<file path="src/pkg/lts_cfg.svh">
// offsets, field positions, reset values and counts of the travel limit block
`ifndef LTS_CFG_SVH
`define LTS_CFG_SVH

// ==========================================================================
// register byte offsets
`define LTS_OFF_CTRL     8'h00
`define LTS_OFF_SRC_A    8'h04
`define LTS_OFF_SRC_B    8'h08
`define LTS_OFF_LOWSPD   8'h0C
`define LTS_OFF_CMDW     8'h10
`define LTS_OFF_ZONE     8'h14
`define LTS_OFF_STATUS   8'h18

// ==========================================================================
// control fields
`define LTS_CTRL_STYPE_LSB  0
`define LTS_CTRL_SLOW_EN    2
`define LTS_CTRL_PSTOP_EN   3
`define LTS_CTRL_EDGE_LSB   4

// ==========================================================================
// reset values
`define LTS_CTRL_RST     8'h0C
`define LTS_SRC_RST      32'h0000_0000
`define LTS_LOWSPD_RST   16'h0000
`define LTS_CMDW_RST     16'hFFFF

// ==========================================================================
// channel counts and indices
`define LTS_NCH          7
`define LTS_NZONE        4
`define LTS_SRC_BITS     8
`define LTS_CH_LIM_FWD   0
`define LTS_CH_LIM_REV   1
`define LTS_CH_ZONE0     2
`define LTS_CH_INHIBIT   6

`endif

</file>
<file path="src/pkg/lts_pkg.sv">
// types of the travel limit and sensor positioning block
package lts_pkg;

	// ======================================================================
	// source kind of one channel
	typedef enum logic [1:0] {
		LTS_SRC_NONE    = 2'b00,
		LTS_SRC_PIN     = 2'b01,
		LTS_SRC_CMDBIT  = 2'b10
	} lts_src_kind_t;

	// ======================================================================
	// stop type on a limit switch
	typedef enum logic [1:0] {
		LTS_STOP_RAMP   = 2'b00,
		LTS_STOP_FAST   = 2'b01,
		LTS_STOP_FREE   = 2'b10
	} lts_stop_type_t;

endpackage

</file>
<file path="src/hw/lts_chan.sv">
// one sensor channel: source select, sample and edge detection
`timescale 1ns/100ps
`default_nettype none

module lts_chan
	import lts_pkg::*;
(
	input  wire logic          pclk,
	input  wire logic          presetn,
	input  wire logic [1:0]    kind,
	input  wire logic [3:0]    idx,
	input  wire logic [15:0]   pins,
	input  wire logic [15:0]   cmd,
	output logic               assigned,
	output logic               level,
	output logic               rise,
	output logic               fall
);

	logic level_r;
	logic level_nxt;
	logic prev_r;

	// ======================================================================
	// source select; an unassigned channel idles high, so it never acts
	always_comb begin
		unique case (lts_src_kind_t'(kind))
			LTS_SRC_PIN:    level_nxt = pins[idx];
			LTS_SRC_CMDBIT: level_nxt = cmd[idx];
			default:        level_nxt = 1'b1;
		endcase
	end

	always_ff @(posedge pclk or negedge presetn) begin
		if (!presetn) begin
			level_r <= 1'b1;
			prev_r  <= 1'b1;
		end else begin
			level_r <= level_nxt;
			prev_r  <= level_r;
		end
	end

	assign assigned = (kind == 2'b01) || (kind == 2'b10);
	assign level    = level_r;
	assign rise     = level_r & ~prev_r;
	assign fall     = ~level_r & prev_r;
endmodule // lts_chan

`default_nettype wire

</file>
<file path="src/hw/lts_top.sv">
// travel limit and sensor positioning logic with its APB register slave
//
// Chosen here: the address map and the APB slave port.
`timescale 1ns/100ps
`default_nettype none
`include "lts_cfg.svh"

module lts_top
	import lts_pkg::*;
#(
	parameter int FW = 16
) (
	input  wire logic          pclk,
	input  wire logic          presetn,
	input  wire logic          psel,
	input  wire logic          penable,
	input  wire logic          pwrite,
	input  wire logic [7:0]    paddr,
	input  wire logic [31:0]   pwdata,
	output logic [31:0]        prdata,
	output logic               pready,
	output logic               pslverr,
	input  wire logic [15:0]   di_pin,
	input  wire logic          motor_fwd,
	input  wire logic          motor_rev,
	input  wire logic          motor_stopped,
	input  wire logic [FW-1:0] ref_freq,
	output logic [FW-1:0]      freq_ref_out,
	output logic               stop_req,
	output logic [1:0]         stop_type_out,
	output logic               run_fwd_ok,
	output logic               run_rev_ok
);

	localparam int NCH = `LTS_NCH;
	localparam int NZ  = `LTS_NZONE;

	// ======================================================================
	// pin synchronisers: a change counts once stages two and three agree
	logic [15:0] s1_r, s2_r, s3_r, pin_r, pin_nxt;

	always_comb begin
		for (int b = 0; b < 16; b++) begin
			pin_nxt[b] = (s2_r[b] == s3_r[b]) ? s3_r[b] : pin_r[b];
		end
	end

	always_ff @(posedge pclk or negedge presetn) begin
		if (!presetn) begin
			s1_r  <= 16'hFFFF;
			s2_r  <= 16'hFFFF;
			s3_r  <= 16'hFFFF;
			pin_r <= 16'hFFFF;
		end else begin
			s1_r  <= di_pin;
			s2_r  <= s1_r;
			s3_r  <= s2_r;
			pin_r <= pin_nxt;
		end
	end

	// ======================================================================
	// registers
	logic [7:0]    ctrl_r, ctrl_nxt;
	logic [31:0]   src_a_r, src_a_nxt, src_b_r, src_b_nxt;
	logic [15:0]   lowspd_r, lowspd_nxt, cmdw_r, cmdw_nxt;
	logic [NZ-1:0] zone_r, zone_nxt;
	logic [31:0]   prdata_r, prdata_nxt;
	logic [63:0]   src_all;
	logic          wr_en, rd_setup, mapped;
	logic [NCH-1:0] ch_asg, ch_lvl, ch_rise, ch_fall;

	assign src_all  = {src_b_r, src_a_r};
	assign wr_en    = psel & penable & pwrite;
	assign rd_setup = psel & ~penable;
	assign mapped   = (paddr <= `LTS_OFF_STATUS) && (paddr[1:0] == 2'b00);
	assign pready   = 1'b1;
	assign pslverr  = psel & penable & ~mapped;
	assign prdata   = prdata_r;

	// ======================================================================
	// channels: 0/1 limit stops, 2..5 zone sensors, 6 inhibit
	genvar g;
	generate
		for (g = 0; g < NCH; g++) begin : g_ch
			lts_chan u_chan (
				.pclk     (pclk),
				.presetn  (presetn),
				.kind     (src_all[g*`LTS_SRC_BITS+4 +: 2]),
				.idx      (src_all[g*`LTS_SRC_BITS +: 4]),
				.pins     (pin_r),
				.cmd      (cmdw_r),
				.assigned (ch_asg[g]),
				.level    (ch_lvl[g]),
				.rise     (ch_rise[g]),
				.fall     (ch_fall[g])
			);
		end
	endgenerate

	// ======================================================================
	// limit, zone and speed decisions
	logic          inhibit, slow_en, pstop_en;
	logic          lim_fwd, lim_rev, both_lim, fwd_blk, rev_blk, trig;
	logic          clamp, pend_r, pend_nxt;
	logic          fwd_ok_nxt, rev_ok_nxt, fwd_ok_r, rev_ok_r;
	logic [1:0]    stype_r, stype_nxt;
	logic [FW-1:0] freq_r, freq_nxt, low_fw;
	logic [NZ-1:0] z_set, z_clr;

	assign inhibit  = ch_asg[`LTS_CH_INHIBIT] & ch_lvl[`LTS_CH_INHIBIT];
	assign slow_en  = ctrl_r[`LTS_CTRL_SLOW_EN] & ~inhibit;
	assign pstop_en = ctrl_r[`LTS_CTRL_PSTOP_EN] & ~inhibit;
	assign lim_fwd  = ch_asg[`LTS_CH_LIM_FWD] & ~ch_lvl[`LTS_CH_LIM_FWD];
	assign lim_rev  = ch_asg[`LTS_CH_LIM_REV] & ~ch_lvl[`LTS_CH_LIM_REV];
	assign both_lim = lim_fwd & lim_rev;
	assign fwd_blk  = (lim_fwd | (zone_r[2] & pstop_en)) & ~inhibit;
	assign rev_blk  = (lim_rev | (zone_r[3] & pstop_en)) & ~inhibit;
	assign trig     = (fwd_blk & motor_fwd) | (rev_blk & motor_rev);
	assign clamp    = slow_en & ((zone_r[0] & motor_fwd)
	                | (zone_r[1] & motor_rev));
	assign low_fw   = lowspd_r[FW-1:0];

	// zone set/clear: even index forward, odd reverse
	always_comb begin
		for (int z = 0; z < NZ; z++) begin
			if (ctrl_r[`LTS_CTRL_EDGE_LSB+z]) begin
				z_set[z] = ch_rise[`LTS_CH_ZONE0+z];
				z_clr[z] = ch_fall[`LTS_CH_ZONE0+z];
			end else begin
				z_set[z] = ch_fall[`LTS_CH_ZONE0+z];
				z_clr[z] = ch_rise[`LTS_CH_ZONE0+z];
			end
			if (z % 2 == 0) begin
				z_set[z] = z_set[z] & motor_fwd;
				z_clr[z] = z_clr[z] & motor_rev;
			end else begin
				z_set[z] = z_set[z] & motor_rev;
				z_clr[z] = z_clr[z] & motor_fwd;
			end
		end
	end

	always_comb begin
		pend_nxt  = ~inhibit & (trig | (pend_r & ~motor_stopped));
		stype_nxt = pend_r ? stype_r : ctrl_r[`LTS_CTRL_STYPE_LSB +: 2];
		if (inhibit) begin
			fwd_ok_nxt = 1'b1;
			rev_ok_nxt = 1'b1;
		end else begin
			fwd_ok_nxt = ~fwd_blk & ~pend_nxt & ~both_lim;
			rev_ok_nxt = ~rev_blk & ~pend_nxt & ~both_lim;
		end
		freq_nxt = (clamp && ref_freq > low_fw) ? low_fw : ref_freq;
	end

	always_ff @(posedge pclk or negedge presetn) begin
		if (!presetn) begin
			pend_r   <= 1'b0;
			stype_r  <= 2'b00;
			fwd_ok_r <= 1'b0;
			rev_ok_r <= 1'b0;
			freq_r   <= '0;
		end else begin
			pend_r   <= pend_nxt;
			stype_r  <= stype_nxt;
			fwd_ok_r <= fwd_ok_nxt;
			rev_ok_r <= rev_ok_nxt;
			freq_r   <= freq_nxt;
		end
	end

	assign stop_req      = pend_r;
	assign stop_type_out = stype_r;
	assign run_fwd_ok    = fwd_ok_r;
	assign run_rev_ok    = rev_ok_r;
	assign freq_ref_out  = freq_r;

	// ======================================================================
	// register writes and read data
	always_comb begin
		ctrl_nxt   = ctrl_r;
		src_a_nxt  = src_a_r;
		src_b_nxt  = src_b_r;
		lowspd_nxt = lowspd_r;
		cmdw_nxt   = cmdw_r;
		zone_nxt   = zone_r;
		prdata_nxt = prdata_r;
		if (wr_en) begin
			unique case (paddr)
				`LTS_OFF_CTRL:   ctrl_nxt   = pwdata[7:0];
				`LTS_OFF_SRC_A:  src_a_nxt  = pwdata;
				`LTS_OFF_SRC_B:  src_b_nxt  = {8'h00, pwdata[23:0]};
				`LTS_OFF_LOWSPD: lowspd_nxt = pwdata[15:0];
				`LTS_OFF_CMDW:   cmdw_nxt   = pwdata[15:0];
				`LTS_OFF_ZONE:   zone_nxt   = pwdata[NZ-1:0];
				default:         ;
			endcase
		end
		// detection runs regardless of inhibit; a hardware set wins
		zone_nxt = z_set | (zone_nxt & ~z_clr);
		if (rd_setup) begin
			unique case (paddr)
				`LTS_OFF_CTRL:   prdata_nxt = {24'h000000, ctrl_r};
				`LTS_OFF_SRC_A:  prdata_nxt = src_a_r;
				`LTS_OFF_SRC_B:  prdata_nxt = src_b_r;
				`LTS_OFF_LOWSPD: prdata_nxt = {16'h0000, lowspd_r};
				`LTS_OFF_CMDW:   prdata_nxt = {16'h0000, cmdw_r};
				`LTS_OFF_ZONE:   prdata_nxt = {28'h0000000, zone_r};
				`LTS_OFF_STATUS: prdata_nxt = {20'h00000, clamp, rev_ok_r,
				                  fwd_ok_r, pend_r, 1'b0, ch_lvl};
				default:         prdata_nxt = 32'h0000_0000;
			endcase
		end
	end

	always_ff @(posedge pclk or negedge presetn) begin
		if (!presetn) begin
			ctrl_r   <= `LTS_CTRL_RST;
			src_a_r  <= `LTS_SRC_RST;
			src_b_r  <= `LTS_SRC_RST;
			lowspd_r <= `LTS_LOWSPD_RST;
			cmdw_r   <= `LTS_CMDW_RST;
			zone_r   <= '0;
			prdata_r <= 32'h0000_0000;
		end else begin
			ctrl_r   <= ctrl_nxt;
			src_a_r  <= src_a_nxt;
			src_b_r  <= src_b_nxt;
			lowspd_r <= lowspd_nxt;
			cmdw_r   <= cmdw_nxt;
			zone_r   <= zone_nxt;
			prdata_r <= prdata_nxt;
		end
	end
endmodule // lts_top

`default_nettype wire

</file>
<file path="config.mk">
export PLATFORM = sky130hd
export DESIGN_NAME = lts_top
export DESIGN_NICKNAME = d
export VERILOG_FILES = /design/src/pkg/lts_pkg.sv /design/src/hw/lts_chan.sv /design/src/hw/lts_top.sv
export VERILOG_INCLUDE_DIRS = /design/src /design/src/pkg
export SDC_FILE = /design/constraint.sdc
export NUM_CORES = 1
export LEC_CHECK = 0
export ABC_CLOCK_PERIOD_IN_PS = 3600
export BUFFER_PORTS_ARGS = -buffer_cell sky130_fd_sc_hd__buf_2
export CAP_MARGIN = 5
export CORE_ASPECT_RATIO = 1.4
export CORE_MARGIN = 4
export CORE_UTILIZATION = 55
export DETAILED_ROUTE_END_ITERATION = 16
export GPL_TIMING_DRIVEN = 0
export PLACE_DENSITY = 0.75
export SLEW_MARGIN = 10
export SYNTH_ARGS = -nofsm -noshare
export SYNTH_HDL_FRONTEND = slang
export SYNTH_HIERARCHICAL = 1
export SYNTH_SLANG_ARGS = --single-unit
</file>
<file path="constraint.sdc">
create_clock -name pclk -period 3.6 [get_ports pclk]
set_clock_uncertainty 0.2 [all_clocks]
set_input_delay 0.54 -clock pclk [delete_from_list [all_inputs] [get_ports pclk]]
set_output_delay 0.54 -clock pclk [all_outputs]
set_load 0.02 [all_outputs]
</file>
==> metrics.txt <==
CTS tree=yes; LEAKAGE=6.21 nW; chip height=184 um; IO Port Bufs=132; HP Start=pwdata[28]; Reg area=0.00582 mm^2; top layer reached by signal wires=met4; max-slew violation count=0; largest net degree at the start of global routing=106; DR iter-0 viols=525; RSZ-0062 raised after global routing=no; placed insts=1,304; detailed-route wire length per cell=22.4 um; Crit. End Element=flop; setup TNS=0 ns; Synth-to-Final Area Change=16.6%; share of cells above drive strength 1=41.4%; total length of routed wires=30,500 um; Setup Viol. Count Final=0; Slew @ Worst Pin=0.920 ns; initial antenna violation count=0; Worst Hold Slack=0.0666 ns; DP HPWL=22,100 um; total CTS buffers=22; post-cts resize count=0; worst stage delay on the critical path=0.49 ns; met3 wire len=1990 um; VDD IR max=301 uV; cell area after synthesis=0.0122 mm^2; r2r setup slk=0.87 ns; routability cong.=0.913; Top Ports=135; hold path depth=2; Synth Warn #=6; crit path max fanout=10; f_max=367 MHz; # DRC=0; clk slew on worst S/H paths=0.06 ns; metal2 WL=15,000 um; Final period util=75.7%; Pre-antenna DRT Iters=5; Die W=134 um; Root Driver=clkbuf_16; CP cell instances=inv_1 > ha_1 > nor2b_1 > o211ai_1 > a2111o_1 > a31oi_4 > buf_6 > mux2_1; via-per-instance ratio=6.00; clock sink count=228; P per Cell Area=396 mW/mm^2; Filler cells=1,641; # Max-Cap Violations=0; Slew headroom=37.1%; FF-to-FF End=freq_ref_out[10]; reg2reg start=low_fw[1]; Clock Tree Buf Depth=3; area of the multi-input gates=0.00581 mm^2; # rows=64; Syn Nets=983; Crit path required time=3.79 ns; cell area after layout=0.0142 mm^2; outcome=finished clean; Initial Util=55.8%; Min-Delay Endpoint=src_a_r[28]; final-stage net count=1,158; setup ws final=0.874 ns; Gate Count Post-Synth=873; diode count=0; worst hold path type=input port to flop; syn avg cell area=13.9 um^2; DRT met1 WL=12,200 um; Place WS=0.761 ns; vias in the first global route=8,534; post-route ant nets=0; first-pass GRT wire length=47,800 um; Final Hold Viols=0; Crit Path Category=flop to flop; Worst EP arrival=2.91 ns; Finished Layout Cells=1,361; H-tree Lvls=1; die area=0.0246 mm^2; core area=0.0218 mm^2; placed cell area=0.0133 mm^2; Final min period=2.73 ns; clock latency on the worst-skew pair=0.51 ns; total gr overflow=0; Slowest cell on crit path=dfrtp_1; vias=8,166; crit path launch type=flop; FF-to-FF path depth=8; Total GRT Usage=24.9%
[sequential cells by signal (all words and copies together) (netlist names), 2 cells and up]
signal / flops
stop_type_out: 2
g_ch.u_chan/prev_r: 4
pin_r: 16
freq_ref_out: 16
src_b_r: 24
low_fw: 16
cmdw_r: 16
ctrl_r: 8
src_a_r: 32
zone_r: 4
prdata: 32
s2_r: 16
g_ch.u_chan/level: 7
s1_r: 16
s3_r: 16
[worst max-delay path, delay by kind of cell, from the launching register on]
family,cells,cell delay (ns)
AOI/OAI and AO/OA,3,0.87
DFF,1,0.49
muxes,1,0.35
adders and majority gates,1,0.29
buffers and inverters,2,0.28
and+or+nand+nor,1,0.13
[worst max-delay path by stage]
stage                             endpoint  cells after the start        start  slack [ns]
after floorplan           freq_ref_out[11]                      7  ref_freq[1]        1.09
after global placement         src_a_r[16]                      1      presetn       -1.96
after detailed placement  freq_ref_out[10]                      8  ref_freq[1]        0.76
after CTS                 freq_ref_out[10]                      8    low_fw[1]        0.87
after global routing       freq_ref_out[8]                      8    low_fw[1]        0.77
final                     freq_ref_out[10]                      8    low_fw[1]        0.87
[timing repair]
action / 4_1_cts / 5_1_grt
hold endpoints to repair: 58 / 0
hold buffers: 17 / 0
buffers inserted: 0 / 0
[metrics by stage]
step                util (%)  total power, mW
CTS                     65.0             5.66
detailed placement      60.8             3.30
global route            65.0             5.82
finish                  65.0             5.61
floorplan                  -             3.06
global placement        60.5             3.28
[power by group]
| part | switching (mW) | internal (mW) | total, mW |
|---|---|---|---|
| Sequential | 0.109 | 2.70 | 2.81 |
| Combinational | 0.241 | 0.229 | 0.471 |
| Clock | 0.972 | 1.36 | 2.33 |
[final cells by class]
| cell class | count | share of cell area (%) |
|---|---|---|
| timing repair buffer | 151 | 6.32 |
| multi-input combinational | 553 | 41.0 |
| buffer | 43 | 2.40 |
| clock buffer | 34 | 5.01 |
| tap | 297 | 2.62 |
| clock inverter | 6 | 0.256 |
| inverter | 49 | 1.30 |
| sequential | 228 | 41.1 |
[per-layer routing]
layer / GRT usage [%] / vias up
met5: 0 / -
met4: 9.39 / 0
met3: 3.97 / 87
met2: 42.5 / 354
met1: 32.3 / 4080
li1: - / 3645
[layout by cell type, fill, tap and decap left out, types with 10 or more instances in the layout]
cell type	count
buf_2	141
dfrtp_1	135
dfstp_2	93
mux2_2	75
nand2_1	58
mux2i_1	51
inv_1	49
mux2_4	48
mux4_1	48
o21ai_0	36
ha_1	30
clkbuf_16	25
clkbuf_1	19
a22oi_1	18
dlygate4sd3_1	17
nor2_1	16
maj3_1	16
nor2b_1	13
a2111oi_0	13
nor3b_1	12
a21oi_1	11
buf_6	10
a22o_1	10
Power figures use the tool's default switching activity.
